`src/core/unused_placeholder_none.sv`:
```
// intentionally empty design unit list
`default_nettype none
`default_nettype wire

```
`src/core/srht_pkg.sv`:
```
// constants, types and stage tables of the system-register hazard timing block
`default_nettype none
package srht_pkg;

    // ------------------------------------------------------------
    // widths and pipeline depth
    // ------------------------------------------------------------
    localparam int unsigned PIPE_STAGES = 6;
    localparam int unsigned GPR_W = 5;
    localparam int unsigned SYSREG_W = 5;
    localparam int unsigned RES_W = 5;
    localparam int unsigned STG_W = 3;

    // ------------------------------------------------------------
    // contended resource classes, one bit each
    // ------------------------------------------------------------
    localparam logic [RES_W-1:0] RES_NONE = 5'h00;
    localparam logic [RES_W-1:0] RES_SYSREG = 5'h01;
    localparam logic [RES_W-1:0] RES_TLB = 5'h02;
    localparam logic [RES_W-1:0] RES_INDEX = 5'h04;
    localparam logic [RES_W-1:0] RES_ENTRY = 5'h08;
    localparam logic [RES_W-1:0] RES_STATUS = 5'h10;
    localparam logic [RES_W-1:0] RES_ANY_SYS = 5'h1D;

    // ------------------------------------------------------------
    // stage numbers at which state is read (src) or written (dst)
    // ------------------------------------------------------------
    localparam logic [STG_W-1:0] STG_NONE = 3'h0;
    localparam logic [STG_W-1:0] MOVE_TO_SRC_STG = 3'h1;
    localparam logic [STG_W-1:0] MOVE_TO_DST_STG = 3'h5;
    localparam logic [STG_W-1:0] MOVE_FROM_SRC_STG = 3'h3;
    localparam logic [STG_W-1:0] TLB_READ_SRC_STG = 3'h2;
    localparam logic [STG_W-1:0] TLB_READ_DST_STG = 3'h5;
    localparam logic [STG_W-1:0] TLB_WRITE_SRC_STG = 3'h2;
    localparam logic [STG_W-1:0] TLB_WRITE_DST_STG = 3'h5;
    localparam logic [STG_W-1:0] TLB_PROBE_SRC_STG = 3'h2;
    localparam logic [STG_W-1:0] TLB_PROBE_DST_STG = 3'h6;
    localparam logic [STG_W-1:0] RETURN_SRC_STG = 3'h2;
    localparam logic [STG_W-1:0] RETURN_DST_STG = 3'h4;
    localparam logic [STG_W-1:0] LDST_SRC_STG = 3'h3;
    localparam logic [STG_W-1:0] COPROC_SRC_STG = 3'h2;
    localparam logic [STG_W-1:0] IRQ_SRC_STG = 3'h2;
    localparam logic [STG_W-1:0] SHUT_INST_DST_STG = 3'h2;
    localparam logic [STG_W-1:0] SHUT_DATA_DST_STG = 3'h4;

    // ------------------------------------------------------------
    // types
    // ------------------------------------------------------------
    typedef enum logic [3:0] {
        other_op, move_to_sysreg, move_from_sysreg, tlb_read_op, tlb_write_indexed_op,
        tlb_write_random_op, tlb_probe_op, exception_return_op, load_store_op, coproc_op
    } srht_kind_t;

    typedef struct packed {
        logic valid;
        srht_kind_t kind;
        logic [SYSREG_W-1:0] sysctl_reg_n;
        logic [GPR_W-1:0] src_a;
        logic [GPR_W-1:0] src_b;
        logic [GPR_W-1:0] dst;
        logic dst_we;
        logic shut_inst;
        logic shut_data;
    } srht_op_t;

    typedef struct packed {
        logic sysreg_write;
        logic sysreg_read;
        logic tlb_read_src;
        logic tlb_write_src;
        logic tlb_write;
        logic entry_write;
        logic probe_src;
        logic index_write;
        logic ret_read;
        logic ret_flags;
        logic irq_sample;
        logic usable_check;
        logic ldst_sample;
        logic shutdown_write;
    } srht_strobe_t;

    // ------------------------------------------------------------
    // per-kind timing tables
    // ------------------------------------------------------------
    function automatic logic [STG_W-1:0] srht_src_stage(input srht_kind_t k);
        case (k)
            move_to_sysreg: return MOVE_TO_SRC_STG;
            move_from_sysreg: return MOVE_FROM_SRC_STG;
            tlb_read_op: return TLB_READ_SRC_STG;
            tlb_write_indexed_op, tlb_write_random_op: return TLB_WRITE_SRC_STG;
            tlb_probe_op: return TLB_PROBE_SRC_STG;
            exception_return_op: return RETURN_SRC_STG;
            load_store_op: return LDST_SRC_STG;
            coproc_op: return COPROC_SRC_STG;
            default: return STG_NONE;
        endcase
    endfunction

    function automatic logic [STG_W-1:0] srht_dst_stage(input srht_kind_t k);
        case (k)
            move_to_sysreg: return MOVE_TO_DST_STG;
            tlb_read_op: return TLB_READ_DST_STG;
            tlb_write_indexed_op, tlb_write_random_op: return TLB_WRITE_DST_STG;
            tlb_probe_op: return TLB_PROBE_DST_STG;
            exception_return_op: return RETURN_DST_STG;
            default: return STG_NONE;
        endcase
    endfunction

    function automatic logic [RES_W-1:0] srht_src_res(input srht_kind_t k);
        case (k)
            move_from_sysreg: return RES_ANY_SYS;
            tlb_read_op: return RES_INDEX | RES_TLB;
            tlb_write_indexed_op, tlb_write_random_op: return RES_INDEX | RES_ENTRY;
            tlb_probe_op: return RES_ENTRY;
            exception_return_op: return RES_SYSREG | RES_TLB | RES_STATUS;
            load_store_op: return RES_ENTRY | RES_STATUS | RES_SYSREG | RES_TLB;
            coproc_op: return RES_STATUS;
            default: return RES_NONE;
        endcase
    endfunction

    function automatic logic [RES_W-1:0] srht_dst_res(input srht_kind_t k);
        case (k)
            move_to_sysreg: return RES_ANY_SYS;
            tlb_read_op: return RES_ENTRY;
            tlb_write_indexed_op, tlb_write_random_op: return RES_TLB;
            tlb_probe_op: return RES_INDEX;
            exception_return_op: return RES_STATUS;
            default: return RES_NONE;
        endcase
    endfunction

endpackage
`default_nettype wire

```
`src/core/srht_core.sv`:
```
// pipeline stage timing, load-use interlock and spacing check for system-control state
`default_nettype none
module srht_core #(
    parameter int unsigned NUM_STAGES = srht_pkg::PIPE_STAGES
) (
    input wire logic clock_i,
    input wire logic reset_i,
    input wire logic enable_i,
    input wire srht_pkg::srht_op_t issue_i,
    output logic issue_ready_o,
    output var srht_pkg::srht_strobe_t strobes_o,
    output logic [srht_pkg::SYSREG_W-1:0] sysreg_wr_n_o,
    output logic [srht_pkg::SYSREG_W-1:0] sysreg_rd_n_o,
    output logic hazard_o,
    output logic [srht_pkg::STG_W-1:0] hazard_gap_o
);
    import srht_pkg::*;

    // ------------------------------------------------------------
    // elaboration check
    // ------------------------------------------------------------
    if (NUM_STAGES < 6) begin : g_depth_check
        $error("srht_core needs at least six stages");
    end

    srht_op_t pipe_reg [NUM_STAGES];
    srht_op_t pipe_next [NUM_STAGES];
    logic hazard_reg, hazard_next;
    logic [STG_W-1:0] gap_reg, gap_next;
    logic late_dep, taken;
    logic [STG_W-1:0] stage_gap [NUM_STAGES-1];

    // ------------------------------------------------------------
    // interlock
    // ------------------------------------------------------------
    // load-use stall
    // only loads and move-from deliver late; everything else is forwarded
    assign late_dep = issue_i.valid && pipe_reg[0].valid && pipe_reg[0].dst_we
        && (pipe_reg[0].dst != '0)
        && (pipe_reg[0].kind == load_store_op || pipe_reg[0].kind == move_from_sysreg)
        && (pipe_reg[0].dst == issue_i.src_a || pipe_reg[0].dst == issue_i.src_b);
    // no system-state interlock
    // ready depends on the gpr match alone, so system hazards never stall
    assign issue_ready_o = !late_dep;
    assign taken = enable_i && issue_i.valid && !late_dep;

    // ------------------------------------------------------------
    // spacing check against every older instruction in stages 1 to NUM_STAGES-1
    // ------------------------------------------------------------
    for (genvar j = 0; j < NUM_STAGES - 1; j++) begin : g_gap
        logic [3:0] reach, dstg;
        logic hit, same_n;
        // missing filler count
        // older op sits at stage j+2 when the new one enters stage 1
        always_comb begin
            reach = 4'(j) + 4'h1 + {1'b0, srht_src_stage(issue_i.kind)};
            dstg = {1'b0, srht_dst_stage(pipe_reg[j].kind)};
            same_n = !(pipe_reg[j].kind == move_to_sysreg
                && issue_i.kind == move_from_sysreg)
                || (pipe_reg[j].sysctl_reg_n == issue_i.sysctl_reg_n);
            hit = pipe_reg[j].valid && same_n && (reach < dstg)
                && ((srht_dst_res(pipe_reg[j].kind) & srht_src_res(issue_i.kind)) != '0);
            stage_gap[j] = hit ? STG_W'(dstg - reach) : '0;
        end
    end

    // ------------------------------------------------------------
    // next state of pipe and hazard report
    // ------------------------------------------------------------
    // a stalled issue leaves a bubble in stage 1
    always_comb begin
        for (int k = 0; k < NUM_STAGES; k++) begin
            pipe_next[k] = pipe_reg[k];
        end
        hazard_next = hazard_reg;
        gap_next = gap_reg;
        if (enable_i) begin
            pipe_next[0] = taken ? issue_i : '0;
            for (int k = 1; k < NUM_STAGES; k++) begin
                pipe_next[k] = pipe_reg[k-1];
            end
            gap_next = '0;
            // report, not repair, missing fillers
            // worst older producer wins; cleared to zero in any enabled cycle that takes no issue
            for (int k = 0; k < NUM_STAGES - 1; k++) begin
                if (taken && stage_gap[k] > gap_next) begin
                    gap_next = stage_gap[k];
                end
            end
            hazard_next = (gap_next != '0);
        end
    end

    always_ff @(posedge clock_i) begin
        if (reset_i) begin
            for (int k = 0; k < NUM_STAGES; k++) begin
                pipe_reg[k] <= '0;
            end
            hazard_reg <= 1'b0;
            gap_reg <= '0;
        end else begin
            pipe_reg <= pipe_next;
            hazard_reg <= hazard_next;
            gap_reg <= gap_next;
        end
    end

    assign hazard_o = hazard_reg;
    assign hazard_gap_o = gap_reg;

    // ------------------------------------------------------------
    // stage strobes, decoded from the pipe flops
    // ------------------------------------------------------------
    // move-to and move-from stages
    assign strobes_o.sysreg_write = pipe_reg[MOVE_TO_DST_STG-1].valid
        && pipe_reg[MOVE_TO_DST_STG-1].kind == move_to_sysreg;
    assign strobes_o.sysreg_read = pipe_reg[MOVE_FROM_SRC_STG-1].valid
        && pipe_reg[MOVE_FROM_SRC_STG-1].kind == move_from_sysreg;
    assign sysreg_wr_n_o = pipe_reg[MOVE_TO_DST_STG-1].sysctl_reg_n;
    assign sysreg_rd_n_o = pipe_reg[MOVE_FROM_SRC_STG-1].sysctl_reg_n;
    assign strobes_o.tlb_read_src = pipe_reg[TLB_READ_SRC_STG-1].valid
        && pipe_reg[TLB_READ_SRC_STG-1].kind == tlb_read_op;
    assign strobes_o.entry_write = pipe_reg[TLB_READ_DST_STG-1].valid
        && pipe_reg[TLB_READ_DST_STG-1].kind == tlb_read_op;
    assign strobes_o.tlb_write_src = pipe_reg[TLB_WRITE_SRC_STG-1].valid
        && (pipe_reg[TLB_WRITE_SRC_STG-1].kind == tlb_write_indexed_op
        || pipe_reg[TLB_WRITE_SRC_STG-1].kind == tlb_write_random_op);
    assign strobes_o.tlb_write = pipe_reg[TLB_WRITE_DST_STG-1].valid
        && (pipe_reg[TLB_WRITE_DST_STG-1].kind == tlb_write_indexed_op
        || pipe_reg[TLB_WRITE_DST_STG-1].kind == tlb_write_random_op);
    assign strobes_o.probe_src = pipe_reg[TLB_PROBE_SRC_STG-1].valid
        && pipe_reg[TLB_PROBE_SRC_STG-1].kind == tlb_probe_op;
    assign strobes_o.index_write = pipe_reg[TLB_PROBE_DST_STG-1].valid
        && pipe_reg[TLB_PROBE_DST_STG-1].kind == tlb_probe_op;
    assign strobes_o.ret_read = pipe_reg[RETURN_SRC_STG-1].valid
        && pipe_reg[RETURN_SRC_STG-1].kind == exception_return_op;
    assign strobes_o.ret_flags = pipe_reg[RETURN_DST_STG-1].valid
        && pipe_reg[RETURN_DST_STG-1].kind == exception_return_op;
    assign strobes_o.irq_sample = pipe_reg[IRQ_SRC_STG-1].valid;
    assign strobes_o.usable_check = pipe_reg[COPROC_SRC_STG-1].valid
        && pipe_reg[COPROC_SRC_STG-1].kind == coproc_op;
    assign strobes_o.ldst_sample = pipe_reg[LDST_SRC_STG-1].valid
        && pipe_reg[LDST_SRC_STG-1].kind == load_store_op;
    assign strobes_o.shutdown_write =
        (pipe_reg[SHUT_INST_DST_STG-1].valid && pipe_reg[SHUT_INST_DST_STG-1].shut_inst)
        || (pipe_reg[SHUT_DATA_DST_STG-1].valid && pipe_reg[SHUT_DATA_DST_STG-1].shut_data);
endmodule
`default_nettype wire

```
`config.mk`:
```
export PLATFORM = sky130hd
export DESIGN_NAME = srht_core
export DESIGN_NICKNAME = d
export VERILOG_FILES = /design/src/core/unused_placeholder_none.sv /design/src/core/srht_pkg.sv /design/src/core/srht_core.sv
export SDC_FILE = /design/constraint.sdc
export NUM_CORES = 1
export LEC_CHECK = 0
export BUFFER_PORTS_ARGS = -buffer_cell sky130_fd_sc_hd__buf_2
export CAP_MARGIN = 10
export CORE_MARGIN = 2
export CORE_UTILIZATION = 59
export DETAILED_ROUTE_END_ITERATION = 7
export PLACE_DENSITY = 0.88
export SLEW_MARGIN = 10
export SYNTH_ARGS = -nofsm -noshare
export SYNTH_HDL_FRONTEND = slang
export SYNTH_SLANG_ARGS = --single-unit
export TNS_END_PERCENT = 10
```
`constraint.sdc`:
```
create_clock -name clock_i -period 10.3 [get_ports clock_i]
set_input_delay 1.03 -clock clock_i [delete_from_list [all_inputs] [get_ports clock_i]]
set_output_delay 1.03 -clock clock_i [all_outputs]
set_load 0.05 [all_outputs]
```
==> results of run 1 <==
==> layer usage <==
layer | global-route usage (%) | vias to the layer above | share of wire [%]
met4 | 8.67 | 0 | 2.0
met3 | 4.19 | 29 | 5.4
met5 | 0 | - | 0
met1 | 33.0 | 2110 | 42
met2 | 48.0 | 152 | 51
li1 | - | 2122 | -
==> cell type report <==
cell class / count / area share, %
Inverter: 30 / 2.04
Clock buffer: 10 / 2.32
Sequential cell: 71 / 25.8
Clock inverter: 6 / 1.68
Multi-Input combinational cell: 448 / 59.9
Tap cell: 105 / 2.39
Timing Repair Buffer: 63 / 5.91
==> stage by stage <==
stage | instances | power, mW | worst slack, ns | area [um2] | hold WS (ns)
after detailed placement | 717 | 0.385 | 0.651 | 5290 | 0.461
final | 733 | 0.630 | 0.796 | 5510 | 0.469
after floorplan | 597 | 0.360 | 1.58 | 5070 | 0.451
after CTS | 733 | 0.632 | 0.985 | 5510 | 0.474
after global routing | 733 | 0.654 | 0.131 | 5510 | 0.493
after global placement | 717 | 0.382 | 1.07 | 5290 | 0.446
==> synthesized netlist by cell type (13+ instances only) <==
| library cell | n |
|---|---|
| mux2i_1 | 49 |
| a22oi_1 | 17 |
| or3_1 | 13 |
| dfxtp_1 | 71 |
| inv_1 | 30 |
| xor2_1 | 20 |
| buf_4 | 16 |
| nand2_1 | 20 |
| ha_1 | 40 |
| xnor2_1 | 22 |
| clkbuf_1 | 24 |
| nor2b_1 | 16 |
| nor2_1 | 94 |
==> path summary, 6_finish.rpt <==
path | slack (ns) | to | depth (start not counted)
worst min register to register | 0.47 | hazard_gap_o[1] | 2
worst max-delay path | 0.80 | hazard_o | 42
worst max register to register | 1.75 | hazard_o | 38
worst min-delay path | 0.47 | hazard_gap_o[1] | 2
==> worst max-delay path, delay by kind of cell <==
kind                     cells  cell delay [ns]
AND/OR/NAND/NOR             15             2.36
AO/OA/AOI/OAI               15             3.47
adder cells (fa/ha/maj)      7             1.97
multiplexers                 1             0.41
buffers and inverters        4             0.51
==> cells in the final DEF, fill, tap and decap left out, drive strengths merged, types with 16 or more instances in the layout <==
cell type   n
nand2      20
inv        31
xor2       20
ha         40
buf        63
xnor2      22
mux2i      49
a22oi      17
dfxtp      71
nor2b      16
nor2       94
==> logic make-up (layout without fill, tap and decap cells) <==
| logic type | Yosys count | after routing | share of synthesized area, % |
|---|---|---|---|
| AND/OR/NAND/NOR | 219 | 219 | 21.9 |
| XOR/XNOR | 42 | 42 | 7.25 |
| adder cells (fa/ha/maj) | 45 | 45 | 11.8 |
| flip-flops | 71 | 71 | 28.0 |
| multiplexers | 51 | 51 | 10.1 |
| buffers and inverters | 78 | 109 | 7.00 |
| AO/OA/AOI/OAI | 91 | 91 | 13.9 |
==> power groups by stage <==
stage,clock network [mW],registers (mW),logic [mW]
after CTS,0.252,0.286,0.0936
after global placement,0,0.292,0.0906
final,0.249,0.286,0.0945
after global routing,0.263,0.287,0.104
after floorplan,0,0.290,0.0698
after detailed placement,0,0.292,0.0926
==> impl_metrics.toml, run 1 <==
[yosys]
yosysUniqueCellTypes = 69
synth_seq_cells = 71
syn_inst = 597
ys_warn_count = 0
synth_top_area_share_pct = 28.0
synthArstFlopShare_pct = 0
yosysTopAreaCell = "dfxtp_1"
synth-edff-count = 0
synth_area_leaders = "dfxtp_1 28%, ha_1 9.9%, mux2i_1 9.7%"
synth_area_mm2 = 0.00507
syn_nets = 673
ys_seq_area_share_pct = 28.0
syn_avg_cell_area_um2 = 8.50
synthFlopType = "dfxtp_1"

[route]
drtAntennaViolNets = 0
first_pass_iters = 5
vias_per_cell = 6.02
via_count = 4413
routed_wl_mm = 12.6
route.detailed.drc = 0
routedWlPerCell_um = 17.2
first_iter_violations = 530

[sta]
drv_slew = 0
rsz0062_at_grt = "no"
finalCriticalPeriod_ns = 9.50
slew_headroom_pct = 42.2
layout_worst_path_cycle_share_pct = 92.3
hold_viol = 0
finClkSkew_ns = 0.00908
worst_slew_pin_slew_ns = 0.867
max_freq_mhz = 105
fin_setup_tns_ns = 0
setup_viol = 0

[floorplanning]
ios = 60
die_width_um = 96.7
initial_core_util_pct = 61.4
rows = 33
die_height_um = 96.7
core_mm2 = 0.00826
die-area_mm2 = 0.00936

[cells_and_area]
multi_input_area_mm2 = 0.00330
post-route-util_pct = 66.7
largest_reg_flops = 56
nFillCells = 669
register_area_mm2 = 0.00142
syn2layout_area_growth_pct = 8.56
antenna_cells = 0
num-nets-final = 699
drive_gt1_share_pct = 15.0

[status]
run_status = "completed"

[pwr]
power_switching_mw = 0.175
power.internal_mw = 0.455
ir_drop_uv = 111
power_density_mw_per_mm2 = 114
clock_power_share_pct = 39.6
p_seq_share_pct = 45.4
p_comb_share_pct = 15.0
p_leak_nw = 2.41
swShare_pct = 27.8

[clock_network]
ctsLongestPathBuffers = 2
cts_resized = 0
cts_buffers = 9
clk_pin_slew_ns = 0.08
cts.root.buffer_cell = "clkbuf_8"
cts_setup_buffers = 0
cts_htree_levels = 3
insertion_delay_ns = 0.34
hold_buffers = 0
cts_tree = "done"
clock-sinks = 71

[grt]
grt_pass1_vias = 4341
grt_start_max_net_pins = 72
grt_use_total_pct = 26.9
grt_overflow = 0
antenna_found_initial = 0
grt_pass1_wl_mm = 20.8

[setup_path]
worstSetupStartpointType = "primary input"
endpoint_kind = "flop"
crit_arrival_ns = 9.76
cp_slowest_cell = "ha_1"
worstReg2RegStart = "pipe_reg[164]"
worstSetupStartpoint = "issue_i[25]"
crit_required_ns = 10.55
path_common_cell = "ha_1"
path_class = "in -> reg"
critPathMaxStageDelay_ns = 0.42
cp_max_fo = 12

[placement]
gp_congestion = 0.971
dp_hpwl_mm = 9.29
port_buffers = 59

[worst_hold_path]
min-delay-start = "hazard_gap_o[1]"
hold_path_class = "reg -> reg"

[job]
maxCapViolations = 0
Note: power is estimated with default switching activity, not from simulation.
==> run 2, diff against run 1 <==
--- a/config.mk
+++ b/config.mk
@@ -7,10 +7,10 @@
 export LEC_CHECK = 0
 export BUFFER_PORTS_ARGS = -buffer_cell sky130_fd_sc_hd__buf_2
 export CAP_MARGIN = 10
-export CORE_MARGIN = 2
 export CORE_UTILIZATION = 59
 export DETAILED_ROUTE_END_ITERATION = 7
 export PLACE_DENSITY = 0.88
+export SETUP_SLACK_MARGIN = 0.15
 export SLEW_MARGIN = 10
 export SYNTH_ARGS = -nofsm -noshare
 export SYNTH_HDL_FRONTEND = slang
==> run 2 against run 1 <==
  * Sequential cell count unchanged
  * Global-route usage is 1.3 points higher
  * Clock-buffer cell count fell by 1
  * Sequential share of layout area up 0.17 points
  * Non-clock buffer count is the same
  * First-iteration DRC count down 38%
  * Critical path depth is 2 higher
  * Utilization shrank 0.42 points
  * Design area fell by 0.64%
  * Critical path type unchanged
==> impl_metrics.toml, run 2 (synthesis gave the netlist of run 1 again) <==
[grt]
grt_start_max_net_pins = 72
grt_overflow = 0
grt_use_total_pct = 28.1
grt_pass1_vias = 4163
grt_pass1_wl_mm = 19.7
antenna_found_initial = 0

[floorplanning]
die_width_um = 94.7
ios = 60
die_height_um = 94.7
core_mm2 = 0.00826
die-area_mm2 = 0.00897
rows = 33
initial_core_util_pct = 61.4

[clock_network]
clock-sinks = 71
cts_htree_levels = 3
hold_buffers = 0
cts_tree = "done"
cts_resized = 0
cts_setup_buffers = 0
insertion_delay_ns = 0.35
ctsLongestPathBuffers = 2
cts.root.buffer_cell = "clkbuf_8"
cts_buffers = 9
clk_pin_slew_ns = 0.08

[pwr]
p_leak_nw = 2.40
power_density_mw_per_mm2 = 108
total_power_mw = 0.590
ir_drop_uv = 102

[placement]
port_buffers = 59
place_inst = 717
dp_hpwl_mm = 8.99
place_ws_ns = 0.714
gp_congestion = 0.891
postPlaceCellArea_mm2 = 0.00529

[cells_and_area]
final_area_mm2 = 0.00547
drive_gt1_share_pct = 15.1
final_common_cell = "nor2_1"
post-route-util_pct = 66.3
antenna_cells = 0
syn2layout_area_growth_pct = 7.87
multi_input_area_mm2 = 0.00330
largest_reg_flops = 56
stdcell_count = 733
register_area_mm2 = 0.00142
final_cell_mix = "94 x nor2_1, 71 x dfxtp_1, 59 x buf_2"
num-nets-final = 699
nFillCells = 665

[sta]
layout_worst_path_cycle_share_pct = 91.3
hold_viol = 0
rsz0062_at_grt = "no"
finClkSkew_ns = 0.0146
finalCriticalPeriod_ns = 9.40
fin_ws_ns = 0.897
worst_slew_pin_slew_ns = 0.861
drv_slew = 0
fin_setup_tns_ns = 0
max_freq_mhz = 106
slew_headroom_pct = 42.6
setup_viol = 0
hold_slack_ns = 0.463

[route]
first_pass_iters = 5
route.detailed.drc = 0
drtAntennaViolNets = 0
via_count = 4372
routedWlPerCell_um = 16.6
routed_wl_mm = 12.2
first_iter_violations = 327
vias_per_cell = 5.96

[setup_path]
crit_required_ns = 10.57
crit_arrival_ns = 9.67
critPathMaxStageDelay_ns = 0.45
path_class = "in -> reg"
reg2reg_depth = 37
worstSetupStartpointType = "primary input"
path_common_cell = "ha_1"
cp_slowest_cell = "ha_1"
endpoint_kind = "flop"
cp_max_fo = 7

[worst_hold_path]
hold_path_class = "reg -> reg"
whs_path_depth = 2

[job]
maxCapViolations = 0

[status]
run_status = "completed"
[run 2: critical path, delay by kind of cell]
family	cells	cell delay (ns)
AOI/OAI and AO/OA	15	3.29
muxes	1	0.42
and+or+nand+nor	15	2.10
buffers and inverters	6	0.74
adders and majority gates	7	2.05
[run 2: final timing paths]
kind | to | slack (ns) | startpoint
max | hazard_o | 0.90 | issue_i[24]
min reg2reg | hazard_gap_o[1] | 0.46 | hazard_gap_o[1]
min | hazard_gap_o[1] | 0.46 | hazard_gap_o[1]
max reg2reg | hazard_o | 1.95 | pipe_reg[136]
[run 2: where the power goes]
group / internal [mW] / switching (mW)
logic: 0.0378 / 0.0559
clock network: 0.0919 / 0.119
registers: 0.279 / 0.00654
total: 0.409 / 0.182
[run 2: final cells by class]
type	instances	area share [%]
clock buffer	9	2.26
clock inverter	7	1.12
inverter	30	2.06
multi-input combinational	448	60.2
sequential	71	26.0
tap	105	2.40
timing repair buffer	63	5.94
[run 2: layer usage]
metal / track usage [%] / wire, um / part of all wire [%]
met5: 0 / 0 / 0
met4: 12.1 / 399 / 3.3
met3: 4.83 / 624 / 5.1
met2: 48.0 / 6010 / 49
met1: 34.7 / 5140 / 42
